[config.mk]
export PLATFORM = sky130hd
export DESIGN_NAME = host_status_control_regs
export DESIGN_NICKNAME = d
export VERILOG_FILES = /design/src/design/host_regs_pkg.sv /design/src/design/host_status_control_regs.sv
export SDC_FILE = /design/constraint.sdc
export NUM_CORES = 1
export LEC_CHECK = 0
export ABC_AREA = 1
export BUFFER_PORTS_ARGS = -buffer_cell sky130_fd_sc_hd__buf_2
export CORE_MARGIN = 2
export CORE_UTILIZATION = 52
export DETAILED_ROUTE_END_ITERATION = 7
export PLACE_DENSITY = 0.79
export SYNTH_ARGS = -nofsm -noshare
export SYNTH_HDL_FRONTEND = slang
export SYNTH_SLANG_ARGS = --single-unit
[constraint.sdc]
create_clock -name core_clk -period 2.8 [get_ports core_clk]
set_input_delay 0.42 -clock core_clk [delete_from_list [all_inputs] [get_ports core_clk]]
set_output_delay 0.42 -clock core_clk [all_outputs]
set_load 0.02 [all_outputs]
[src/design/host_regs_pkg.sv]
// Package for the host-side status and control register bank.
// Assumes an 8-bit host register port with a five-bit location address.
package host_regs_pkg;

  // Host register locations.
  localparam logic [4:0] ADDR_WIDEBAND     = 5'h00;
  localparam logic [4:0] ADDR_INT_CTRL     = 5'h02;
  localparam logic [4:0] ADDR_CLK_DIV      = 5'h0A;
  localparam logic [4:0] ADDR_RSSI_RESULT  = 5'h0B;
  localparam logic [4:0] ADDR_BAT_RESULT   = 5'h0C;
  localparam logic [4:0] ADDR_LCD_CONTRAST = 5'h0D;
  localparam logic [4:0] ADDR_STATUS_CTRL  = 5'h0E;
  localparam logic [4:0] ADDR_TX_I_OFFSET  = 5'h0F;
  localparam logic [4:0] ADDR_TX_Q_OFFSET  = 5'h10;

  // Wide-band control field positions.
  localparam int WB_EDGE_LOCK_BIT = 7;
  localparam int WB_DEMOD_ON_BIT  = 6;
  localparam int WB_BW_MSB        = 5;
  localparam int WB_BW_LSB        = 3;

  // Interrupt control field positions.
  localparam int INT_CLEAR_WB_BIT = 7;
  localparam int INT_CLEAR_F_BIT  = 6;
  localparam int INT_CLEAR_D_BIT  = 5;
  localparam int INT_SEND_C_BIT   = 4;
  localparam int INT_GAIN_PWR_BIT = 3;
  localparam int INT_FREQ_PWR_BIT = 2;
  localparam int INT_FM_RX_BIT    = 1;

  // Status and control field positions.
  localparam int ST_OUT_OF_LOCK_BIT = 7;
  localparam int ST_TX_ON_BIT       = 6;
  localparam int ST_SYNTH_RDY_BIT   = 5;
  localparam int ST_CLK_OUT_EN_BIT  = 4;
  localparam int ST_CONV_RDY_BIT    = 3;
  localparam int ST_AUX_FS_MSB      = 2;
  localparam int ST_AUX_FS_LSB      = 1;
  localparam int ST_PA_GATE_BIT     = 0;

  // Offset trim and LCD contrast field positions.
  localparam int TRIM_MSB         = 5;
  localparam int LCD_LEVEL_MSB    = 7;
  localparam int LCD_LEVEL_LSB    = 4;
  localparam int LCD_ENABLE_N_BIT = 0;

  // Reset values.
  localparam logic [2:0] RST_LOOP_BW      = 3'h6;
  localparam logic [5:0] RST_CLK_DIV      = 6'h20;
  localparam logic       RST_CLK_OUT_EN   = 1'b1;
  localparam logic       RST_CONV_RDY     = 1'b1;
  localparam logic       RST_SYNTH_RDY    = 1'b1;
  localparam logic [3:0] RST_LCD_LEVEL    = 4'h0;
  localparam logic       RST_LCD_ENABLE_N = 1'b1;

endpackage : host_regs_pkg

[src/design/host_status_control_regs.sv]
// Host microcontroller status and control registers of the baseband interface.
// Assumes a synchronous host port: one-cycle read and write strobes, read data
// valid on the cycle after the read strobe, all inputs synchronous to core_clk.
//
// Overview of operation
// Reading location 00h returns the latest eight demodulated wide-band bits.
// Bit 7 of that byte is the newest bit; older bits sit lower.
// Writing 00h loads edge lock bit 7, demod on bit 6, bandwidth bits 5-3.
// Edge lock: 1 locks the edge detector, 0 unlocks; resets to 0.
// Demodulator on: 1 turns the wide-band demodulator on; resets to 0.
// Bandwidth code 000 is 20 Hz doubling to 110 at 1280 Hz; resets 110.
// Host clock divides the master clock by written bits 5-0.
// After reset the host clock divider divides by 32.
// Host writes only divide moduli 2 through 32, never 0 or 1.
// A new division takes effect only after the write strobe has ended.
// Interrupt bits 7-4: writing 1 acts, 0 does nothing; read 1 is pending.
// Interrupt bits 3-1 power gain DAC, frequency DAC, FM receive; reset 0.
// Out-of-lock reads its pin; in digital mode it blocks PA and transmit.
// Transmitter-on indicator reads the level on its input pin.
// Synthesizer ready reads 1 when programmable, 0 when busy; resets to 1.
// Clock output enable drives the master clock out when 1; resets to 1.
// Conversion ready sets on new result, clears on result read; resets 1.
// Bits 2-1 select auxiliary DAC full-scale range; reset to 0.
// While the PA gate bit is 0 the PA enable stays inactive; resets 0.
// Offset trims take a 6-bit two's-complement value in bits 5-0.
// LCD contrast level in bits 7-4, active-low enable in bit 0.
// Send-to-DSP raises the DSP message interrupt; only the DSP clears it.
// Location 00h reads wide-band data and writes demodulator control.
// Reserved bits ignore writes and read as zero.
`timescale 1ns/100ps

module host_status_control_regs (
  // Clock and reset
  input  wire logic       core_clk,
  input  wire logic       sys_rst,
  // Host register port
  input  wire logic [4:0] host_addr,
  input  wire logic [7:0] host_wdata,
  input  wire logic       host_wr,
  input  wire logic       host_rd,
  output logic      [7:0] host_rdata,
  // Wide-band demodulator
  input  wire logic       wb_bit,
  input  wire logic       wb_bit_valid,
  input  wire logic       wb_irq_event,
  output logic            edge_lock,
  output logic            demodulator_on,
  output logic      [2:0] loop_bandwidth_select,
  // Host clock
  output logic            host_clock_out,
  // Interrupts between host and DSP
  input  wire logic       dsp_clear_c,
  input  wire logic       dsp_clear_wb,
  input  wire logic       dsp_send_d,
  input  wire logic       dsp_send_f,
  output logic            dsp_message_irq,
  output logic            host_irq_wideband,
  output logic            host_irq_d,
  output logic            host_irq_f,
  // Power enables
  output logic            gain_dac_power,
  output logic            freq_dac_power,
  output logic            fm_receive_enable,
  // Status inputs
  input  wire logic       synth_out_of_lock,
  input  wire logic       tx_on_indicator,
  input  wire logic       synth_busy,
  input  wire logic       conversion_done,
  input  wire logic [7:0] rssi_result,
  input  wire logic [7:0] battery_result,
  // Transmit and analog controls
  input  wire logic       digital_mode,
  input  wire logic       tx_pa_request,
  output logic            pa_enable,
  output logic            tx_output_enable,
  output logic            clock_output_enable,
  output logic      [1:0] aux_dac_fullscale,
  output logic      [5:0] tx_i_offset,
  output logic      [5:0] tx_q_offset,
  output logic      [3:0] lcd_contrast_level,
  output logic            lcd_contrast_enable_n
);

  // Storage.
  logic [7:0] wb_data_reg;
  logic       edge_lock_reg;
  logic       demod_on_reg;
  logic [2:0] loop_bw_reg;
  logic [5:0] div_reg;
  logic [5:0] div_pend_reg;
  logic       div_pend_valid_reg;
  logic [5:0] div_cnt_reg;
  logic       host_clk_reg;
  logic       send_c_reg;
  logic       pend_wb_reg;
  logic       pend_d_reg;
  logic       pend_f_reg;
  logic [2:0] power_reg;
  logic       synth_rdy_reg;
  logic       clk_out_en_reg;
  logic       conv_rdy_reg;
  logic [1:0] aux_fs_reg;
  logic       pa_gate_reg;
  logic [5:0] tx_i_reg;
  logic [5:0] tx_q_reg;
  logic [3:0] lcd_level_reg;
  logic       lcd_en_n_reg;
  logic [7:0] rdata_reg;

  // Decode.
  function automatic logic hit(input logic [4:0] a, input logic [4:0] loc);
    hit = (a == loc);
  endfunction : hit

  wire wr_wb   = host_wr & hit(host_addr, host_regs_pkg::ADDR_WIDEBAND);
  wire wr_int  = host_wr & hit(host_addr, host_regs_pkg::ADDR_INT_CTRL);
  wire wr_div  = host_wr & hit(host_addr, host_regs_pkg::ADDR_CLK_DIV);
  wire wr_lcd  = host_wr & hit(host_addr, host_regs_pkg::ADDR_LCD_CONTRAST);
  wire wr_stat = host_wr & hit(host_addr, host_regs_pkg::ADDR_STATUS_CTRL);
  wire wr_txi  = host_wr & hit(host_addr, host_regs_pkg::ADDR_TX_I_OFFSET);
  wire wr_txq  = host_wr & hit(host_addr, host_regs_pkg::ADDR_TX_Q_OFFSET);
  wire rd_res  = host_rd & (hit(host_addr, host_regs_pkg::ADDR_RSSI_RESULT)
                          | hit(host_addr, host_regs_pkg::ADDR_BAT_RESULT));

  // Interrupt flags: a hardware set in the same cycle as a clear wins.
  wire send_c_next = (wr_int & host_wdata[host_regs_pkg::INT_SEND_C_BIT])
                   | (send_c_reg & ~dsp_clear_c);
  wire pend_wb_next = wb_irq_event | (pend_wb_reg & ~dsp_clear_wb
                    & ~(wr_int & host_wdata[host_regs_pkg::INT_CLEAR_WB_BIT]));
  wire pend_d_next = dsp_send_d
                   | (pend_d_reg & ~(wr_int & host_wdata[host_regs_pkg::INT_CLEAR_D_BIT]));
  wire pend_f_next = dsp_send_f
                   | (pend_f_reg & ~(wr_int & host_wdata[host_regs_pkg::INT_CLEAR_F_BIT]));
  wire conv_rdy_next = conversion_done | (conv_rdy_reg & ~rd_res);

  // Host clock divider; the clock is high below the half point and low from it.
  wire       div_wrap     = (div_cnt_reg >= div_reg - 6'h01);
  wire [5:0] div_cnt_next = div_wrap ? 6'h00 : div_cnt_reg + 6'h01;
  wire       apply_div    = div_pend_valid_reg & ~host_wr;

  // Read mux; write-only and unmapped locations return zero.
  wire [7:0] int_view  = {pend_wb_reg, pend_f_reg, pend_d_reg, send_c_reg,
                          power_reg, 1'b0};
  wire [7:0] stat_view = {synth_out_of_lock, tx_on_indicator, synth_rdy_reg,
                          clk_out_en_reg, conv_rdy_reg, aux_fs_reg, pa_gate_reg};
  wire [7:0] rdata_next =
      hit(host_addr, host_regs_pkg::ADDR_WIDEBAND)     ? wb_data_reg :
      hit(host_addr, host_regs_pkg::ADDR_INT_CTRL)     ? int_view :
      hit(host_addr, host_regs_pkg::ADDR_RSSI_RESULT)  ? rssi_result :
      hit(host_addr, host_regs_pkg::ADDR_BAT_RESULT)   ? battery_result :
      hit(host_addr, host_regs_pkg::ADDR_STATUS_CTRL)  ? stat_view : 8'h00;

  always_ff @(posedge core_clk) begin
    if (sys_rst) begin
      wb_data_reg <= 8'h00;
    end else if (wb_bit_valid) begin
      wb_data_reg <= {wb_bit, wb_data_reg[7:1]};
    end
  end

  always_ff @(posedge core_clk) begin
    if (sys_rst) begin
      edge_lock_reg <= 1'b0;
      demod_on_reg  <= 1'b0;
      loop_bw_reg   <= host_regs_pkg::RST_LOOP_BW;
    end else if (wr_wb) begin
      edge_lock_reg <= host_wdata[host_regs_pkg::WB_EDGE_LOCK_BIT];
      demod_on_reg  <= host_wdata[host_regs_pkg::WB_DEMOD_ON_BIT];
      loop_bw_reg   <= host_wdata[host_regs_pkg::WB_BW_MSB:host_regs_pkg::WB_BW_LSB];
    end
  end

  // The modulus is swapped only once the strobe drops, so the host never
  // sees a clock edge derived from a half-written value.
  always_ff @(posedge core_clk) begin
    if (sys_rst) begin
      div_reg            <= host_regs_pkg::RST_CLK_DIV;
      div_pend_reg       <= host_regs_pkg::RST_CLK_DIV;
      div_pend_valid_reg <= 1'b0;
      div_cnt_reg        <= 6'h00;
      host_clk_reg       <= 1'b0;
    end else begin
      if (wr_div) begin
        div_pend_reg       <= host_wdata[host_regs_pkg::TRIM_MSB:0];
        div_pend_valid_reg <= 1'b1;
      end else if (apply_div) begin
        div_pend_valid_reg <= 1'b0;
      end
      if (apply_div) begin
        div_reg     <= div_pend_reg;
        div_cnt_reg <= 6'h00;
      end else begin
        div_cnt_reg <= div_cnt_next;
      end
      host_clk_reg <= (div_cnt_next < {1'b0, div_reg[5:1]});
    end
  end

  always_ff @(posedge core_clk) begin
    if (sys_rst) begin
      send_c_reg  <= 1'b0;
      pend_wb_reg <= 1'b0;
      pend_d_reg  <= 1'b0;
      pend_f_reg  <= 1'b0;
      power_reg   <= 3'h0;
    end else begin
      send_c_reg  <= send_c_next;
      pend_wb_reg <= pend_wb_next;
      pend_d_reg  <= pend_d_next;
      pend_f_reg  <= pend_f_next;
      if (wr_int) begin
        power_reg <= host_wdata[host_regs_pkg::INT_GAIN_PWR_BIT:host_regs_pkg::INT_FM_RX_BIT];
      end
    end
  end

  always_ff @(posedge core_clk) begin
    if (sys_rst) begin
      synth_rdy_reg  <= host_regs_pkg::RST_SYNTH_RDY;
      clk_out_en_reg <= host_regs_pkg::RST_CLK_OUT_EN;
      conv_rdy_reg   <= host_regs_pkg::RST_CONV_RDY;
      aux_fs_reg     <= 2'h0;
      pa_gate_reg    <= 1'b0;
    end else begin
      synth_rdy_reg <= ~synth_busy;
      conv_rdy_reg  <= conv_rdy_next;
      if (wr_stat) begin
        clk_out_en_reg <= host_wdata[host_regs_pkg::ST_CLK_OUT_EN_BIT];
        aux_fs_reg     <= host_wdata[host_regs_pkg::ST_AUX_FS_MSB:host_regs_pkg::ST_AUX_FS_LSB];
        pa_gate_reg    <= host_wdata[host_regs_pkg::ST_PA_GATE_BIT];
      end
    end
  end

  always_ff @(posedge core_clk) begin
    if (sys_rst) begin
      tx_i_reg      <= 6'h00;
      tx_q_reg      <= 6'h00;
      lcd_level_reg <= host_regs_pkg::RST_LCD_LEVEL;
      lcd_en_n_reg  <= host_regs_pkg::RST_LCD_ENABLE_N;
    end else begin
      if (wr_txi) begin
        tx_i_reg <= host_wdata[host_regs_pkg::TRIM_MSB:0];
      end
      if (wr_txq) begin
        tx_q_reg <= host_wdata[host_regs_pkg::TRIM_MSB:0];
      end
      if (wr_lcd) begin
        lcd_level_reg <= host_wdata[host_regs_pkg::LCD_LEVEL_MSB:host_regs_pkg::LCD_LEVEL_LSB];
        lcd_en_n_reg  <= host_wdata[host_regs_pkg::LCD_ENABLE_N_BIT];
      end
    end
  end

  always_ff @(posedge core_clk) begin
    if (sys_rst) begin
      rdata_reg <= 8'h00;
    end else if (host_rd) begin
      rdata_reg <= rdata_next;
    end
  end

  // Outputs.
  wire tx_block = digital_mode & synth_out_of_lock;
  assign pa_enable             = tx_pa_request & pa_gate_reg & ~tx_block;
  assign tx_output_enable      = ~tx_block;
  assign host_rdata            = rdata_reg;
  assign edge_lock             = edge_lock_reg;
  assign demodulator_on        = demod_on_reg;
  assign loop_bandwidth_select = loop_bw_reg;
  assign host_clock_out        = host_clk_reg;
  assign dsp_message_irq       = send_c_reg;
  assign host_irq_wideband     = pend_wb_reg;
  assign host_irq_d            = pend_d_reg;
  assign host_irq_f            = pend_f_reg;
  assign gain_dac_power        = power_reg[2];
  assign freq_dac_power        = power_reg[1];
  assign fm_receive_enable     = power_reg[0];
  assign clock_output_enable   = clk_out_en_reg;
  assign aux_dac_fullscale     = aux_fs_reg;
  assign tx_i_offset           = tx_i_reg;
  assign tx_q_offset           = tx_q_reg;
  assign lcd_contrast_level    = lcd_level_reg;
  assign lcd_contrast_enable_n = lcd_en_n_reg;
endmodule : host_status_control_regs

* After elaboration in Yosys (flattened, before gate mapping)
Index checks and enable logic that the tools add are counted.
** Operators by class
- $add $sub $neg :: 2
- Order comparisons :: 2
- Equality and inequality tests :: 8
- Mux-type cells :: 8
- Bitwise gates (word level) :: 37
- Reductions and logical operators :: 3
** Operators by type and width (count)
- $mux W8 :: 5
- $eq A5 B4 Y1 const B :: 6
- $and A1 B1 Y1 :: 22
- $not A1 Y1 :: 9
- $add A6 B1 Y6 const B :: 1
- $ge A6 B6 Y1 :: 1
- $lt A6 B5 Y1 :: 1
- $mux W6 :: 1
- $or A1 B1 Y1 :: 6
- $sub A6 B1 Y6 const B :: 1
- $eq A5 B2 Y1 const B :: 1
- $eq A5 B5 Y1 const B :: 1
- $logic_not A5 Y1 :: 1
- $mux W1 :: 2
- $reduce_bool A2 Y1 :: 1
- $reduce_or A2 Y1 :: 1
** Word-level totals
- Register bits after elaboration :: 71
- Word-level logic and storage cells :: 84

* Logic depth before layout (Yosys ltp)
- Word-level depth :: 6
- Depth in mapped cells :: 19
- Gate-level depth less buffers :: 19

* Least setup slack after synthesis
OpenSTA, ideal clock, no wires.
- Path type :: register to register
- Start point :: register div_reg[2]
- End point :: register host_clk_reg (netlist: host_clock_out)
- Setup time :: 0.065 ns
- Data arrival time :: 2.395 ns
- Data required time :: 2.735 ns
- Setup slack :: 0.340 ns
- Stages on the path, launching flop included :: 20
- Buffers on the path :: 0
- Clock period less this slack :: 2.460 ns
- Cell sequence :: dfxtp_1 inv_1 nand3_1 nor3_1 xor2_1 inv_1 ha_1 nand2_1 inv_1 nand2_1 nand2_1 a21oi_1 inv_1 nor3_1 ha_1 a21oi_1 o211ai_1 inv_1 nand2_1 nor2_1
** Between the ends
- Word-level cells in the longest chain between the ends :: 4
** Ends and longest elaborated chain
- from (decl) :: line host_status_control_regs.sv:89 : logic [5:0] div_reg;
- from (signal assigned) :: line host_status_control_regs.sv:177 : div_reg <= host_regs_pkg::RST_CLK_DIV;
- from (signal assigned) :: line host_status_control_regs.sv:190 : div_reg <= div_pend_reg;
- $sub A6 B1 Y6 :: line host_status_control_regs.sv:137 : wire div_wrap = (div_cnt_reg >= div_reg - 6'h01);
- $ge A6 B6 Y1 :: line host_status_control_regs.sv:137
- $mux W6 :: line host_status_control_regs.sv:138 : wire [5:0] div_cnt_next = div_wrap ? 6'h00 : div_cnt_reg + 6'h01;
- net div_cnt_next[3] :: line host_status_control_regs.sv:138
- $lt A6 B5 Y1 :: line host_status_control_regs.sv:195 : host_clk_reg <= (div_cnt_next < {1'b0, div_reg[5:1]});
- to (signal assigned) :: line host_status_control_regs.sv:195
- to (decl) :: line host_status_control_regs.sv:93 : logic host_clk_reg;
The timed path passes the listed nets, and every way through them passes these cells.
A chain may end at the register's enable or synchronous reset.

* Worst setup path after layout
- Start point :: register div_reg[1]
- End point :: register host_clk_reg (netlist: host_clock_out)
Same word-level chain as after synthesis.

==> out/metrics.csv <==
metric;value;unit
iteration count of the initial detailed-routing pass;4;
via density per instance;5.38;
synthesized area divided by synthesized cell count;7.22;um2
count of flip-flops with a built-in enable after synthesis;0;
via count of the first global-routing pass;3058;
Root Buffer;sky130_fd_sc_hd__clkbuf_8;
list of cells traversed by the critical path;inv_1 > nand3_2 > nor3_2 > xor2_1 > inv_1 > ha_1 > nand2_1 > inv_1 > nand2_1 > nand2_1 > a21oi_2 > inv_2 > nor3_2 > ha_1 > a21oi_1 > o211ai_1 > inv_1 > nand2_1 > nor2_1;
maximum fanout encountered on the critical timing path;8;
Total Negative Setup Slacks;0;ns
CP startpoint kind;flop;
sequential power share;47.8;%
Slew Limit Headroom;62.6;%
total power;2.20;mW
switching share of power;24.8;%
share of post-route cells with drive strength above 1;25.0;%
NumNets Final;602;
most used flip-flop cell after synthesis;sky130_fd_sc_hd__dfxtp_1;
initial cell density of the core;54.6;%
dpl cells;607;
clock transition at the registers of the reported paths;0.08;ns
slew of the pin with the lowest slew margin;0.559;ns
total leakage power;1.94;nW
count of hold buffers inserted by post-cts repair;0;
Layout area overhead;23.2;%
crit end category;flop;
clock buffer depth;2;
Achievable Freq;383;MHz
post-synthesis sequential area ratio;43.5;%
GR Overflow Total;0;
number of max-capacitance violations reported;0;
Clock Latency Late Sink;0.34;ns
post-route worst hold slack;0.239;ns
Core Region;5990;um2
XOR/XNOR share of the synthesized area;1.34;%
HPWL after detailed placement;6380;um
delay of the slowest critical-path stage;0.32;ns
largest area contributor in the synthesized netlist;sky130_fd_sc_hd__dfxtp_1;
Max Transition Viols Final;0;
required time of the critical path;3.08;ns
cell area after placement;3770;um2
Hold WC Path Type;in2reg;
row cnt;28;
H-tree levels;3;
combinational family with the most area after synthesis;simple AND/OR/NAND/NOR gates;
Net Count, Synth;511;
proportion of netlist area held by the largest area contributor;43.5;%
asr flop ratio synth;0;%
IO Count;89;
via count;3354;
final non-filler cell area;4030;um2
maximum number of pins on one net before global-route repair;31;
Final setup viols;0;
worst vdd rail ir drop;0.477;mV
multiplexer area fraction after synthesis;0;%
global-route wire length before repair;14400;um
die boundary height;83.3;um
part of the cycle the worst path needs;93.3;%
instance count of the mapped netlist;453;
antenna violations before repair;0;
sinks on the clock net;71;
number of DRC violations after detailed-routing iteration 0;198;
global-route total usage across every layer;25.6;%
buffers added on ports;88;
power share of the clock group;42.6;%
Inserted Clock Buffers;9;
worst setup path class;reg2reg;
clock period minus worst slack;2.61;ns
switching power total;0.545;mW
arrival time at the worst endpoint;2.89;ns
slowest stage cell on the critical path;sky130_fd_sc_hd__dfxtp_1;
Synth Area in Simple Gates;27.4;%
clk_skew;0.00649;ns
number of nets with antenna violations after detailed routing;0;
Synth warnings;0;
Synth Area in Compound Gates;15.6;%
antenna cells;0;
power per unit of standard cell area;547;nW/um2
WL final;8670;um
most used standard cells in the synthesized netlist;sky130_fd_sc_hd__nand2_1 (79), sky130_fd_sc_hd__dfxtp_1 (71), sky130_fd_sc_hd__nor2_1 (65);
detailed-route wire length per cell;13.9;um
Hold Violations, Final;0;
cell types occupying the most area after synthesis;sky130_fd_sc_hd__dfxtp_1 (43%), sky130_fd_sc_hd__nand2_1 (9.1%), sky130_fd_sc_hd__nor2_1 (7.5%), sky130_fd_sc_hd__a21oi_1 (7.0%), sky130_fd_sc_hd__o21ai_0 (6.9%);
Final Non-Filler Cells;624;
drc violations;0;
Cell variety after synth;30;
library cell with the highest instance count after synthesis;sky130_fd_sc_hd__nand2_1;
floorplan die width;83.3;um
number of synthesized register bits;71;
post-synthesis share of cell area spent on full adders, half adders and majority gates;4.59;%
part of the total power dissipated in combinational logic;9.6;%
die area;6940;um2
status;complete, no violations;
netlist area before placement;3270;um2
final estimated routing congestion in global placement;0.933;
design internal power;1.66;mW
TritonCTS clock tree;done;
power by group through the flow:
stage	Clock, mW	Sequential, mW	Combinational, mW
final	0.938	1.05	0.211
after global routing	0.999	1.06	0.237
after CTS	0.945	1.05	0.209
after detailed placement	0	1.08	0.206
after global placement	0	1.08	0.202
after floorplan	0	1.09	0.107
worst paths after layout:
kind	startpoint	endpoint	slack, ns	depth (start not counted)
max	div_reg[1]$_SDFFE_PP0P_	host_clock_out$_SDFF_PP0_	0.19	19
min	synth_busy	synth_rdy_reg$_SDFF_PP1_	0.24	2
max reg2reg	div_reg[1]$_SDFFE_PP0P_	host_clock_out$_SDFF_PP0_	0.19	19
min reg2reg	tx_q_offset[4]$_SDFFE_PP0P_	tx_q_offset[4]$_SDFFE_PP0P_	0.44	2
layout by cell type (no fill, tap or decap):
cell type and n:
sky130_fd_sc_hd__buf_2 88, sky130_fd_sc_hd__clkbuf_8 11, sky130_fd_sc_hd__inv_1 44, sky130_fd_sc_hd__a21oi_1 45, sky130_fd_sc_hd__nand4_2 1, sky130_fd_sc_hd__nand4_1 8
sky130_fd_sc_hd__nor3_2 2, sky130_fd_sc_hd__nor3_1 3, sky130_fd_sc_hd__a22oi_1 1, sky130_fd_sc_hd__clkinv_2 1, sky130_fd_sc_hd__and3_1 1, sky130_fd_sc_hd__a21oi_2 1
sky130_fd_sc_hd__nor2_1 65, sky130_fd_sc_hd__nor2_4 3, sky130_fd_sc_hd__o211ai_1 3, sky130_fd_sc_hd__nor4_1 2, sky130_fd_sc_hd__ha_2 1, sky130_fd_sc_hd__buf_4 2
sky130_fd_sc_hd__nand3_1 24, sky130_fd_sc_hd__nor3b_1 1, sky130_fd_sc_hd__dfxtp_1 71, sky130_fd_sc_hd__nand3_2 3, sky130_fd_sc_hd__clkinvlp_4 2, sky130_fd_sc_hd__a31o_2 1
sky130_fd_sc_hd__inv_2 10, sky130_fd_sc_hd__a31oi_1 2, sky130_fd_sc_hd__nor2_2 5, sky130_fd_sc_hd__o21ai_1 1, sky130_fd_sc_hd__nand2_4 1, sky130_fd_sc_hd__ha_1 11
sky130_fd_sc_hd__nand2_2 3, sky130_fd_sc_hd__xnor2_1 2, sky130_fd_sc_hd__bufinv_16 2, sky130_fd_sc_hd__o21ai_0 45, sky130_fd_sc_hd__clkinv_1 1, sky130_fd_sc_hd__xor2_1 3
sky130_fd_sc_hd__nand2_1 79
through the flow:
step / setup WS [ns] / utilization, %
floorplan: 0.340 / -
global placement: 0.217 / 62.9
detailed placement: 0.0569 / 62.9
CTS: 0.0186 / 66.9
global route: -0.00614 / 67.3
finish: 0.187 / 67.3
logic make-up (layout without fill, tap and decap cells):
| family | after synthesis | after routing |
|---|---|---|
| buf+inv | 65 | 161 |
| xor+xnor | 5 | 5 |
| simple gates | 201 | 201 |
| compound gates | 99 | 99 |
| fa+ha+maj | 12 | 12 |
| flops | 71 | 71 |
repair_timing:
action                                  CTS  global route
setup buffers                             0             1
endpoints found under the hold margin     0             0
gates cloned                              0             0
gates resized for setup                   1             7
endpoints found under the setup margin    1             1
final cells by class:
type / count / area, um2
inverter: 55 / 206
tap: 75 / 93.8
clock inverter: 5 / 80.1
fill: 506 / 1960
multi-input combinational: 317 / 1620
sequential: 71 / 1420
clock buffer: 11 / 151
timing repair buffer: 90 / 455
metal layers:
metal	up-vias	global-route usage, %	share of wire (%)	wire, um
li1	1670	-	-	-
met2	115	39.7	46	3990
met4	0	10.7	2.0	175
met5	-	0	0	0
met3	14	6.46	8.0	690
met1	1555	34.0	44	3820
worst max-delay path, delay by kind of cell, from the launching register on:
kind / cells / cell delay, ns
flip-flops: 1 / 0.32
XOR/XNOR: 1 / 0.16
buffers and inverters: 5 / 0.38
AND/OR/NAND/NOR: 8 / 0.76
adder cells (fa/ha/maj): 2 / 0.55
AO/OA/AOI/OAI: 3 / 0.38
(Power assumes the default switching activity.)
